--- config.mk ---
export PLATFORM = sky130hd
export DESIGN_NAME = hpm_port_power
export DESIGN_NICKNAME = d
export VERILOG_FILES = /design/src/logic/hpm_sync.v /design/src/logic/hpm_port_power.v
export VERILOG_INCLUDE_DIRS = /design/src /design/src/logic
export SDC_FILE = /design/constraint.sdc
export NUM_CORES = 1
export LEC_CHECK = 0
export ABC_AREA = 1
export BUFFER_PORTS_ARGS = -buffer_cell sky130_fd_sc_hd__buf_2
export CORE_UTILIZATION = 50
export CTS_CLUSTER_SIZE = 12
export DETAILED_ROUTE_END_ITERATION = 8
export PLACE_DENSITY = 0.8
export SYNTH_ARGS = -nofsm -noshare
export SYNTH_HDL_FRONTEND = slang
export SYNTH_SLANG_ARGS = --single-unit
--- constraint.sdc ---
create_clock -name sys_clk -period 1.2 [get_ports sys_clk]
set_input_delay 0.12 -clock sys_clk [delete_from_list [all_inputs] [get_ports sys_clk]]
set_output_delay 0.12 -clock sys_clk [all_outputs]
set_load 0.1 [all_outputs]
--- src/logic/hpm_defs.vh ---
// Contract
// RULE1: Watch each port's overcurrent input independently.
// RULE2: Overcurrent sets port status and change bits.
// RULE3: Overcurrent cuts power, blinks indicator about 1 s.
// RULE4: Port power only on host set-power request.
// RULE5: Power off at reset, overcurrent, clear request.
// RULE6: Blink until port switched off or hub clear.
// RULE7: Indicators inactive after power-up or reset.
// RULE8: Indicator active once port is enabled.
// RULE9: Any port disable makes indicator inactive.
// RULE10: No port power before hub is configured.
// RULE11: Two endpoints and a controller status register.
// RULE12: Controller status register clears to zero.
// RULE13: Status bits: configured, wakeup, ep0, ep1 stall.
// RULE14: Change bitmap sampled at EOF2, hub bit 0.
// RULE15: Endpoint 1 NAKs empty bitmap, else sends byte.
// RULE16: Shared free-running divider makes blink period.
// RULE17: Two flip-flop sync on each overcurrent input.
`ifndef HPM_DEFS_VH
`define HPM_DEFS_VH

// Register byte offsets
`define HPM_A_CTRL 8'h00
`define HPM_A_CMD 8'h04
`define HPM_A_PSTAT 8'h08
`define HPM_A_CHG 8'h0C
`define HPM_A_ISTAT 8'h10
`define HPM_A_IMASK 8'h14

// Controller status bits
`define HPM_CS_CFG 0
`define HPM_CS_WAKE 1
`define HPM_CS_EP0STL 2
`define HPM_CS_EP1STL 3
`define HPM_CS_W 4
`define HPM_CS_RST 4'h0

// Command strobe fields, four port bits each; hub clear is a single bit
`define HPM_C_PWR_ON 0
`define HPM_C_PWR_OFF 4
`define HPM_C_EN_ON 8
`define HPM_C_EN_OFF 12
`define HPM_C_OCC_CLR 16
`define HPM_C_HUB_CLR 20

// Port status fields
`define HPM_S_PWR 0
`define HPM_S_EN 4
`define HPM_S_OC 8
`define HPM_S_OCC 12
`define HPM_S_BLK 16

// Interrupt status bits
`define HPM_I_OC 0
`define HPM_I_CHG 4
`define HPM_I_W 5

// Blink timing
`define HPM_BLINK_HALF_MS 25'h1F4
`define HPM_CLK_KHZ 25'hC350

// Bus responses
`define HPM_RESP_OK 2'h0
`define HPM_RESP_ERR 2'h2

`endif

--- src/logic/hpm_sync.v ---
`default_nettype none

module hpm_sync #(
  parameter W = 4,
  parameter [W-1:0] RST = {W{1'b1}}
) (
  // Clock and reset
  input wire sys_clk,
  input wire arst_n,
  // Data
  input wire [W-1:0] d,
  output wire [W-1:0] q
);

  reg [W-1:0] s1_q;
  reg [W-1:0] s2_q;

  always @(posedge sys_clk or negedge arst_n) begin
    if (!arst_n) begin
      s1_q <= RST;
      s2_q <= RST;
    end else begin
      s1_q <= d;
      s2_q <= s1_q;
    end
  end

  assign q = s2_q;

endmodule // hpm_sync

`default_nettype wire

--- src/logic/hpm_port_power.v ---
`include "hpm_defs.vh"
`default_nettype none

module hpm_port_power #(
  parameter NP = 4,
  parameter CNT_W = 25,
  parameter [CNT_W-1:0] BLINK_HALF_CYC =
    `HPM_BLINK_HALF_MS * `HPM_CLK_KHZ
) (
  // Clock and reset
  input wire sys_clk,
  input wire arst_n,
  // AXI4-Lite write address
  input wire [7:0] s_axi_awaddr,
  input wire s_axi_awvalid,
  output wire s_axi_awready,
  // AXI4-Lite write data
  input wire [31:0] s_axi_wdata,
  input wire [3:0] s_axi_wstrb,
  input wire s_axi_wvalid,
  output wire s_axi_wready,
  // AXI4-Lite write response
  output wire [1:0] s_axi_bresp,
  output wire s_axi_bvalid,
  input wire s_axi_bready,
  // AXI4-Lite read address
  input wire [7:0] s_axi_araddr,
  input wire s_axi_arvalid,
  output wire s_axi_arready,
  // AXI4-Lite read data
  output wire [31:0] s_axi_rdata,
  output wire [1:0] s_axi_rresp,
  output wire s_axi_rvalid,
  input wire s_axi_rready,
  // Port pins
  input wire [NP-1:0] port_overcurrent_in_n,
  output wire [NP-1:0] port_power_ctl,
  output wire [NP-1:0] port_indicator_n,
  // Frame timing and hub-level change
  input wire eof2_pulse,
  input wire hub_change,
  // Interrupt endpoint
  input wire ep1_in_token,
  output wire ep1_nak,
  output wire ep1_send,
  output wire [7:0] ep1_data,
  // Interrupt
  output wire irq
);

  // Write mask from byte strobes
  function [31:0] strb_mask;
    input [3:0] strb;
    integer k;
    begin
      strb_mask = 32'h0000_0000;
      for (k = 0; k < 4; k = k + 1)
        strb_mask[k*8 +: 8] = {8{strb[k]}};
    end
  endfunction

  // Address decode shared by both channels
  function is_mapped;
    input [7:0] a;
    begin
      case (a)
        `HPM_A_CTRL, `HPM_A_CMD, `HPM_A_PSTAT,
        `HPM_A_CHG, `HPM_A_ISTAT, `HPM_A_IMASK: is_mapped = 1'b1;
        default: is_mapped = 1'b0;
      endcase
    end
  endfunction

  // Bus slave state
  reg aw_hold_q;
  reg [7:0] awaddr_q;
  reg w_hold_q;
  reg [31:0] wdata_q;
  reg [3:0] wstrb_q;
  reg bvalid_q;
  reg [1:0] bresp_q;
  reg rvalid_q;
  reg [31:0] rdata_q;
  reg [1:0] rresp_q;
  reg [31:0] rd_mux;

  // Block state
  reg [`HPM_CS_W-1:0] ctrl_q;
  reg [NP-1:0] pwr_q;
  reg [NP-1:0] pwr_d;
  reg [NP-1:0] en_q;
  reg [NP-1:0] en_d;
  reg [NP-1:0] occ_q;
  reg [NP-1:0] occ_d;
  reg [NP-1:0] blink_q;
  reg [NP-1:0] blink_d;
  reg [NP-1:0] oc_prev_q;
  reg [NP-1:0] ind_n_q;
  reg [NP-1:0] ind_n_d;
  reg [7:0] chg_map_q;
  reg [`HPM_I_W-1:0] istat_q;
  reg [`HPM_I_W-1:0] imask_q;
  reg [CNT_W-1:0] blink_cnt_q;
  reg blink_ph_q;
  reg ep1_nak_q;
  reg ep1_send_q;
  reg [7:0] ep1_data_q;

  wire [NP-1:0] oc_sync_n;
  wire [NP-1:0] oc;
  wire [NP-1:0] oc_rise;
  wire aw_hs;
  wire w_hs;
  wire ar_hs;
  wire wr_go;
  wire [31:0] wr_data;
  wire [31:0] cmd;
  wire wr_ctrl;
  wire wr_istat;
  wire wr_imask;
  wire cfg;
  wire hub_clr;
  wire [7:0] map_d;
  wire map_set;

  // Each pin sampled on its own, released high
  hpm_sync #(
    .W(NP),
    .RST({NP{1'b1}})
  ) u_oc_sync (
    .sys_clk(sys_clk),
    .arst_n(arst_n),
    .d(port_overcurrent_in_n),
    .q(oc_sync_n)
  ); // RULE17

  assign oc = ~oc_sync_n; // RULE1
  assign oc_rise = oc & ~oc_prev_q; // RULE1

  // Write channel: address and data latched in either order
  assign s_axi_awready = !aw_hold_q && !bvalid_q;
  assign s_axi_wready = !w_hold_q && !bvalid_q;
  assign aw_hs = s_axi_awvalid && s_axi_awready;
  assign w_hs = s_axi_wvalid && s_axi_wready;
  assign wr_go = aw_hold_q && w_hold_q;
  assign wr_data = wdata_q & strb_mask(wstrb_q);
  assign s_axi_bvalid = bvalid_q;
  assign s_axi_bresp = bresp_q;

  always @(posedge sys_clk or negedge arst_n) begin
    if (!arst_n) begin
      aw_hold_q <= 1'b0;
      awaddr_q <= 8'h00;
      w_hold_q <= 1'b0;
      wdata_q <= 32'h0000_0000;
      wstrb_q <= 4'h0;
      bvalid_q <= 1'b0;
      bresp_q <= `HPM_RESP_OK;
    end else begin
      if (aw_hs) begin
        aw_hold_q <= 1'b1;
        awaddr_q <= s_axi_awaddr;
      end
      if (w_hs) begin
        w_hold_q <= 1'b1;
        wdata_q <= s_axi_wdata;
        wstrb_q <= s_axi_wstrb;
      end
      if (wr_go) begin
        aw_hold_q <= 1'b0;
        w_hold_q <= 1'b0;
        bvalid_q <= 1'b1;
        bresp_q <= is_mapped(awaddr_q) ? `HPM_RESP_OK : `HPM_RESP_ERR;
      end else if (bvalid_q && s_axi_bready) begin
        bvalid_q <= 1'b0;
      end
    end
  end

  // Write decode; command register is strobe-only
  assign wr_ctrl = wr_go && (awaddr_q == `HPM_A_CTRL);
  assign wr_istat = wr_go && (awaddr_q == `HPM_A_ISTAT);
  assign wr_imask = wr_go && (awaddr_q == `HPM_A_IMASK);
  assign cmd = (wr_go && (awaddr_q == `HPM_A_CMD)) ? wr_data :
    32'h0000_0000;
  assign hub_clr = cmd[`HPM_C_HUB_CLR];
  assign cfg = ctrl_q[`HPM_CS_CFG];

  // Read channel
  assign s_axi_arready = !rvalid_q;
  assign ar_hs = s_axi_arvalid && s_axi_arready;
  assign s_axi_rvalid = rvalid_q;
  assign s_axi_rdata = rdata_q;
  assign s_axi_rresp = rresp_q;

  always @* begin
    rd_mux = 32'h0000_0000;
    case (s_axi_araddr)
      `HPM_A_CTRL: rd_mux[`HPM_CS_W-1:0] = ctrl_q; // RULE11 RULE13
      `HPM_A_PSTAT: begin
        rd_mux[`HPM_S_PWR +: NP] = pwr_q;
        rd_mux[`HPM_S_EN +: NP] = en_q;
        rd_mux[`HPM_S_OC +: NP] = oc; // RULE2
        rd_mux[`HPM_S_OCC +: NP] = occ_q; // RULE2
        rd_mux[`HPM_S_BLK +: NP] = blink_q;
      end
      `HPM_A_CHG: rd_mux[7:0] = chg_map_q;
      `HPM_A_ISTAT: rd_mux[`HPM_I_W-1:0] = istat_q;
      `HPM_A_IMASK: rd_mux[`HPM_I_W-1:0] = imask_q;
      default: rd_mux = 32'h0000_0000;
    endcase
  end

  always @(posedge sys_clk or negedge arst_n) begin
    if (!arst_n) begin
      rvalid_q <= 1'b0;
      rdata_q <= 32'h0000_0000;
      rresp_q <= `HPM_RESP_OK;
    end else if (ar_hs) begin
      rvalid_q <= 1'b1;
      rdata_q <= rd_mux;
      rresp_q <= is_mapped(s_axi_araddr) ? `HPM_RESP_OK :
        `HPM_RESP_ERR;
    end else if (rvalid_q && s_axi_rready) begin
      rvalid_q <= 1'b0;
    end
  end

  // Controller status register, all zero out of reset
  always @(posedge sys_clk or negedge arst_n) begin
    if (!arst_n) begin
      ctrl_q <= `HPM_CS_RST; // RULE12
    end else if (wr_ctrl) begin
      ctrl_q <= wr_data[`HPM_CS_W-1:0]; // RULE11 RULE13
    end
  end

  // Port power, enable and change next-state
  always @* begin
    // Set request refused while unconfigured or still overloaded
    pwr_d = (pwr_q | (cmd[`HPM_C_PWR_ON +: NP] & {NP{cfg}} & ~oc))
      & ~cmd[`HPM_C_PWR_OFF +: NP] & ~oc & {NP{cfg}}; // RULE4 RULE5 RULE10
    // Port drops out of enabled with its power
    en_d = (en_q | (cmd[`HPM_C_EN_ON +: NP] & pwr_q))
      & ~cmd[`HPM_C_EN_OFF +: NP] & pwr_d; // RULE9
    // New overcurrent wins over a same-cycle clear
    occ_d = (occ_q & ~cmd[`HPM_C_OCC_CLR +: NP]) | oc_rise; // RULE2
    blink_d = (blink_q & ~cmd[`HPM_C_PWR_OFF +: NP] & ~{NP{hub_clr}})
      | oc_rise; // RULE3 RULE6
  end

  always @(posedge sys_clk or negedge arst_n) begin
    if (!arst_n) begin
      pwr_q <= {NP{1'b0}}; // RULE5
      en_q <= {NP{1'b0}};
      occ_q <= {NP{1'b0}};
      blink_q <= {NP{1'b0}};
      oc_prev_q <= {NP{1'b0}};
    end else begin
      pwr_q <= pwr_d; // RULE3 RULE5
      en_q <= en_d;
      occ_q <= occ_d;
      blink_q <= blink_d;
      oc_prev_q <= oc;
    end
  end

  assign port_power_ctl = pwr_q;

  // Shared half-period divider; all ports blink in phase
  always @(posedge sys_clk or negedge arst_n) begin
    if (!arst_n) begin
      blink_cnt_q <= {CNT_W{1'b0}};
      blink_ph_q <= 1'b0;
    end else if (blink_cnt_q == BLINK_HALF_CYC - 1'b1) begin
      blink_cnt_q <= {CNT_W{1'b0}}; // RULE16
      blink_ph_q <= ~blink_ph_q; // RULE3
    end else begin
      blink_cnt_q <= blink_cnt_q + 1'b1; // RULE16
    end
  end

  // Indicators: blink has priority, else lit while enabled
  always @* begin
    ind_n_d = ~en_q; // RULE8 RULE9
    ind_n_d = (blink_q & {NP{blink_ph_q}}) |
      (~blink_q & ind_n_d); // RULE3 RULE6
  end

  always @(posedge sys_clk or negedge arst_n) begin
    if (!arst_n) begin
      ind_n_q <= {NP{1'b1}}; // RULE7
    end else begin
      ind_n_q <= ind_n_d;
    end
  end

  assign port_indicator_n = ind_n_q;

  // Change bitmap, hub in bit 0, silent until configured
  assign map_d = cfg ? {{(7-NP){1'b0}}, occ_q, hub_change} : 8'h00;
  assign map_set = eof2_pulse && (map_d != 8'h00);

  always @(posedge sys_clk or negedge arst_n) begin
    if (!arst_n) begin
      chg_map_q <= 8'h00;
    end else if (eof2_pulse) begin
      chg_map_q <= map_d; // RULE14
    end
  end

  // Interrupt endpoint answer, one cycle after the token
  always @(posedge sys_clk or negedge arst_n) begin
    if (!arst_n) begin
      ep1_nak_q <= 1'b0;
      ep1_send_q <= 1'b0;
      ep1_data_q <= 8'h00;
    end else begin
      ep1_nak_q <= ep1_in_token && (chg_map_q == 8'h00); // RULE15
      ep1_send_q <= ep1_in_token && (chg_map_q != 8'h00); // RULE15
      if (ep1_in_token) begin
        ep1_data_q <= chg_map_q; // RULE15
      end
    end
  end

  assign ep1_nak = ep1_nak_q;
  assign ep1_send = ep1_send_q;
  assign ep1_data = ep1_data_q;

  // Sticky events, write one to clear; a new event wins
  always @(posedge sys_clk or negedge arst_n) begin
    if (!arst_n) begin
      istat_q <= {`HPM_I_W{1'b0}};
      imask_q <= {`HPM_I_W{1'b0}};
    end else begin
      istat_q[`HPM_I_OC +: NP] <= (istat_q[`HPM_I_OC +: NP] &
        ~({NP{wr_istat}} & wr_data[`HPM_I_OC +: NP])) | oc_rise;
      istat_q[`HPM_I_CHG] <= (istat_q[`HPM_I_CHG] &
        ~(wr_istat & wr_data[`HPM_I_CHG])) | map_set;
      if (wr_imask) begin
        imask_q <= wr_data[`HPM_I_W-1:0];
      end
    end
  end

  assign irq = |(istat_q & imask_q);

endmodule // hpm_port_power

`default_nettype wire

**Word-level counts from Yosys, hierarchy flattened**

Cells that the tools add are included.

- Flip-flop bits (word level): 150
- Bits of input ports: 66
- Output and inout port bits: 60
- Word-level logic and storage cells: 130

- $add $sub $neg: 1
- Equality and inequality tests: 11
- Mux-type cells: 21
- Bitwise gates (word level): 39
- Reduce and logical (&&, ||, !) cells: 31

Operators by type and width:

| kind | number |
|---|---|
| $and 4x4->4 | 16 |
| $not 4->4 | 10 |
| $eq 8x4->1 const B | 4 |
| $eq 8x5->1 const B | 4 |
| $add 25x1->25 const B | 1 |
| $eq 25x25->1 const B | 1 |
| $mux 25 | 1 |
| $logic_not 8->1 | 3 |
| $or 4x4->4 | 6 |
| $and 21x21->21 | 1 |
| $mux 21 | 1 |
| $pmux 4 s5 | 1 |
| $eq 8x3->1 const B | 2 |
| $reduce_bool 8->1 | 2 |
| $logic_and 1x1->1 | 15 |
| $mux 1 | 12 |
| $mux 12 | 1 |
| $reduce_or 6->1 | 2 |
| $reduce_bool 2->1 | 4 |
| $pmux 3 s2 | 1 |
| $and 5x5->5 | 1 |
| $mux 5 | 1 |
| $reduce_or 5->1 | 1 |
| $logic_not 1->1 | 4 |
| other kinds (5) | 8 |

**Logic depth before layout (Yosys ltp)**

- Word-level depth: 10
- Depth in mapped cells: 9
- Depth with buffers taken out: 9

**Modules after synthesis**

A second synthesis with hierarchy kept.

- Cell total of the unflattened synthesis: 731
- Area, all modules: 6467.5 µm²

By module, submodules not included:

| module | times used | cells each | area each (µm²) | seq. area each (µm²) |
|---|---|---|---|---|
| hpm_port_power | 1 | 723 | 6257.3 | 3358.2 |
| hpm_sync | 1 | 8 | 210.2 | 210.2 |

**Worst setup path after synthesis**

OpenSTA, ideal clock, no wires.

- Path type: flip-flop to flip-flop
- From: reg bvalid_q (netlist: s_axi_bvalid)
- To: reg wdata_q[10]
- Setup time: 125 ps
- Arrival: 3045 ps
- Setup slack: -1970 ps
- Stages on the path, launching flop included: 5
- Cell sequence: dfrtp_1 > nor2_1 > nand2_2 > buf_6 > mux2_2

- Longest elaborated chain between the ends: 3

Ends and longest elaborated chain:

| element | RTL line | text |
|---|---|---|
| start: declaration | hpm_port_power.v:80 | `reg bvalid_q;` |
| start signal: assignment | hpm_port_power.v:157 | `bvalid_q <= 1'b0;` |
| start signal: assignment | hpm_port_power.v:172 | `bvalid_q <= 1'b1;` |
| start signal: assignment | hpm_port_power.v:175 | `bvalid_q <= 1'b0;` |
| $logic_not 1->1 | hpm_port_power.v:142 | `assign s_axi_wready = !w_hold_q && !bvalid_q;` |
| $logic_and 1x1->1 | hpm_port_power.v:142 |  |
| via s_axi_wready | hpm_port_power.v:21 | `output wire s_axi_wready,` |
| $logic_and 1x1->1 | hpm_port_power.v:144 | `assign w_hs = s_axi_wvalid && s_axi_wready;` |
| end signal: assignment | hpm_port_power.v:166 | `wdata_q <= s_axi_wdata;` |
| end: declaration | hpm_port_power.v:78 | `reg [31:0] wdata_q;` |

The timed path passes the listed nets, and every way through them passes these cells.
A chain may end at the register's enable or synchronous reset.

**Final worst setup path**

- From: reg istat_q[1]
- To: out irq

- Longest elaborated chain between the ends: 2

Ends and longest elaborated chain:

| element | RTL line | text |
|---|---|---|
| start: declaration | hpm_port_power.v:101 | `` reg [`HPM_I_W-1:0] istat_q; `` |
| start signal: assignment | hpm_port_power.v:334 | `` istat_q <= {`HPM_I_W{1'b0}}; `` |
| start signal: indexed assignment | hpm_port_power.v:337 | `` istat_q[`HPM_I_OC +: NP] <= (istat_q[`HPM_I_OC +: NP] & `` |
| start signal: indexed assignment | hpm_port_power.v:339 | `` istat_q[`HPM_I_CHG] <= (istat_q[`HPM_I_CHG] & `` |
| $and 5x5->5 | hpm_port_power.v:347 | `assign irq = \|(istat_q & imask_q);` |
| $reduce_or 5->1 | hpm_port_power.v:347 |  |
| end: declaration | hpm_port_power.v:48 | `output wire irq` |

No other way between the ends.

==> metrics.cfg <==
[placement]
dp.cells = 1059
place_ws_ns = -0.2176
dp_hpwl_um = 11700
gp_congestion = 0.9002
portBuffers = 96

[timing]
drv_slew = 0
fmax_mhz = 602.5
finalCritPeriodShare_pct = 138.3
hold_viol = 0
fin_skew_ns = 0.01072
layout_setup_ws_ns = -0.4597
setup_viol = 115
fin_crit_ns = 1.660
rsz0062_at_grt = yes

[layout]
fin_nets = 1063
fillers = 547
layout-drive-gt1-share_pct = 47.47
syn2layout_area_growth_pct = 65.38
final_util_pct = 84.84
final_cells = 1182

[route]
wl_per_cell_um = 21.25
top_layer = met4
avgViaCountPerCell = 5.777
antenna_left = 0
wl_met3_um = 2246
wl_um = 25110
drc_errors = 0
met1Wirelength_um = 8445
firstDrtPassIters = 7
num_vias = 6828
first_iter_violations = 809
met2WireLength_um = 12800

[clocking]
numCtsBuffers = 17
clock-sinks = 142
cts.clk_slew.worst_paths_ns = 0.06
cts-root-buf = clkbuf_16
cts.htree.levels = 4
cts_tree = yes
clockBufferDepth = 2
clkLatencyLatePin_ns = 0.44

[global_route]
grt_pass1_wl_um = 32740
grt_start_max_net_pins = 46
grt_antenna_before_repair = 1
first_global_vias = 6367
grt.total_usage_pct = 33.35
grt-ovfl-total = 0

[pwr]
pwr_density_cell_mw_per_mm2 = 1693
ir_drop_uv = 1921
power_uw = 18120
leakagePower_uw = 0.004998

[outcome]
violations = setup timing
status = complete, but fails checks

[synth]
synth_cell_types = 34
yosysTopAreaCellShare_pct = 50.25
synth_ff_type = dfrtp_1
yosys.area.top_type = dfrtp_1
synth.most_common_cell = nand2_1
avgSynthCellArea_um2 = 8.844
ys_seq_area_share_pct = 55.12
async_reset_ff_share_pct = 100.0
yosys_warnings = 0
synth_edf_count = 0
synth_area_leaders = dfrtp_1, nand2_1, nor2_1
synth_common_cells = nand2_1, dfrtp_1, nor2_1
synth_area_mm2 = 0.006474
ys_ff_latch = 142
synthesis.instances = 732

[floorplan]
io_pins = 126
die_y_um = 115.8
core_mm2 = 0.01262
start_util_pct = 51.30
die_w_um = 115.8
rows = 41
die-area_mm2 = 0.01341

[critical_path]
r2r-start = w_hold_q$_DFFE_PN0P_
critPathKind = reg -> out
worst_ep_required_time_ns = 1.08
critPathMaxFanout = 2
arrival_ns = 1.54
worstSetupEndpoint = irq
crit_start = istat_q[1]$_DFF_PN0_
critPathCaptureType = primary output
worstSetupStartpointType = register
worstReg2RegEnd = en_q[2]$_DFF_PN0_
r2r_slack_ns = -0.41
rr_worst_depth = 9

[job]
max_cap_violations = 0

[min_path]
hp-class = in -> reg

==> layout by cell type (no fill, tap or decap), drive strengths merged <==
cell type,instances
dfrtp,130
xnor2,4
clkinv,4
dlygate4sd3,43
mux2,26
a21oi,18
o22a,1
dfstp,12
conb,17
nand3,50
nand4,12
bufinv,3
inv,81
o21ai,46
buf,207
o31ai,4
nand2,194
xor2,8
o21bai,4
nand3b,6
or2,4
o211ai,2
nor3,3
diode,1
a221oi,1
ha,1
nor2,101
clkbuf,24
clkinvlp,3
==> worst max-delay path, cell delays in order, from the launching register on <==
cell	delay [ns]
dfrtp_1	0.40
nand2_1	0.09
nand2_1	0.06
a221oi_2	0.18
buf_4	0.16
nand2_4	0.05
buf_12	0.16
==> what timing repair did <==
| item | CTS | global route |
|---|---|---|
| gates cloned | 5 | 5 |
| setup endpoints to repair | 92 | 121 |
| resized for setup | 128 | 144 |
| pin swaps | 38 | 58 |
| buffers inserted | 27 | 13 |
| hold endpoints to repair | 178 | 0 |
| hold buffers | 43 | 0 |
==> metal layers <==
metal  up-vias  track usage (%)
met5         -                0
met4         0            17.01
met3       181            6.538
met2       566            59.52
met1      3237            38.01
li1       2844                -
==> stage by stage <==
stage	setup TNS (ns)	hold WS [ns]	area, um2
after floorplan	-37.39	-0.1756	6669
after global placement	-7.813	0.02056	8346
after detailed placement	-11.16	0.02138	8346
after CTS	-13.57	0.09436	10100
after global routing	-24.93	0.1510	10710
final	-20.55	0.1031	10710
==> sequential cells by signal (all words and copies together) (netlist names), 3 cells and up <==
signal,flops
ep1_data,5
en_q,4
oc_prev_q,4
awaddr_q,8
u_oc_sync.s1_q,4
ctrl_q,4
wdata_q,21
wstrb_q,3
istat_q,5
imask_q,5
s_axi_rdata,20
occ_q,4
blink_cnt_q,25
port_indicator_n,4
chg_map_q,5
port_power_ctl,4
blink_q,4
u_oc_sync.q,4
==> worst min-delay path by stage <==
stage                     slack (ns)  cells after the start                    endpoint             from
after floorplan                -0.18                      0       aw_hold_q$_DFFE_PN0P_           arst_n
after global placement          0.02                      1  s_axi_rresp[1]$_DFFE_PN0P_           arst_n
after detailed placement        0.02                      1     ep1_data[1]$_DFFE_PN0P_           arst_n
after CTS                       0.09                      3  s_axi_rdata[9]$_DFFE_PN0P_    s_axi_arvalid
after global routing            0.15                      5  s_axi_rresp[1]$_DFFE_PN0P_  s_axi_araddr[1]
final                           0.10                      5  s_axi_rresp[1]$_DFFE_PN0P_  s_axi_araddr[0]
==> cell families (layout without fill, tap and decap cells) <==
| group | Yosys count | count (layout) | share of synthesized area, % |
|---|---|---|---|
| other | 1 | 18 | 0.05793 |
| flip-flops | 142 | 142 | 55.12 |
| multiplexers | 26 | 26 | 4.523 |
| adder cells (fa/ha/maj) | 1 | 1 | 0.1932 |
| buffers and inverters | 109 | 365 | 7.634 |
| AO/OA/AOI/OAI | 76 | 76 | 6.378 |
| AND/OR/NAND/NOR | 365 | 370 | 24.47 |
| XOR/XNOR | 12 | 12 | 1.623 |
==> area by class of cell <==
class | instances | area (um2) | area share [%]
tap | 172 | 215.2 | 2.010
clock inverter | 9 | 132.6 | 1.239
timing repair buffer | 251 | 2633 | 24.59
multi-input combinational | 502 | 3304 | 30.86
timing repair inverter | 2 | 25.02 | 0.2337
clock buffer | 23 | 467.9 | 4.371
inverter | 80 | 331.6 | 3.097
sequential | 142 | 3595 | 33.57
antenna | 1 | 2.502 | 0.02337
==> report_power, final <==
| part | switching (uW) | internal (uW) | total (uW) |
|---|---|---|---|
| clock | 2110 | 3380 | 5490 |
| sequential | 748 | 5510 | 6260 |
| combinational | 3610 | 2770 | 6370 |
Note: power is estimated with default switching activity, not from simulation.
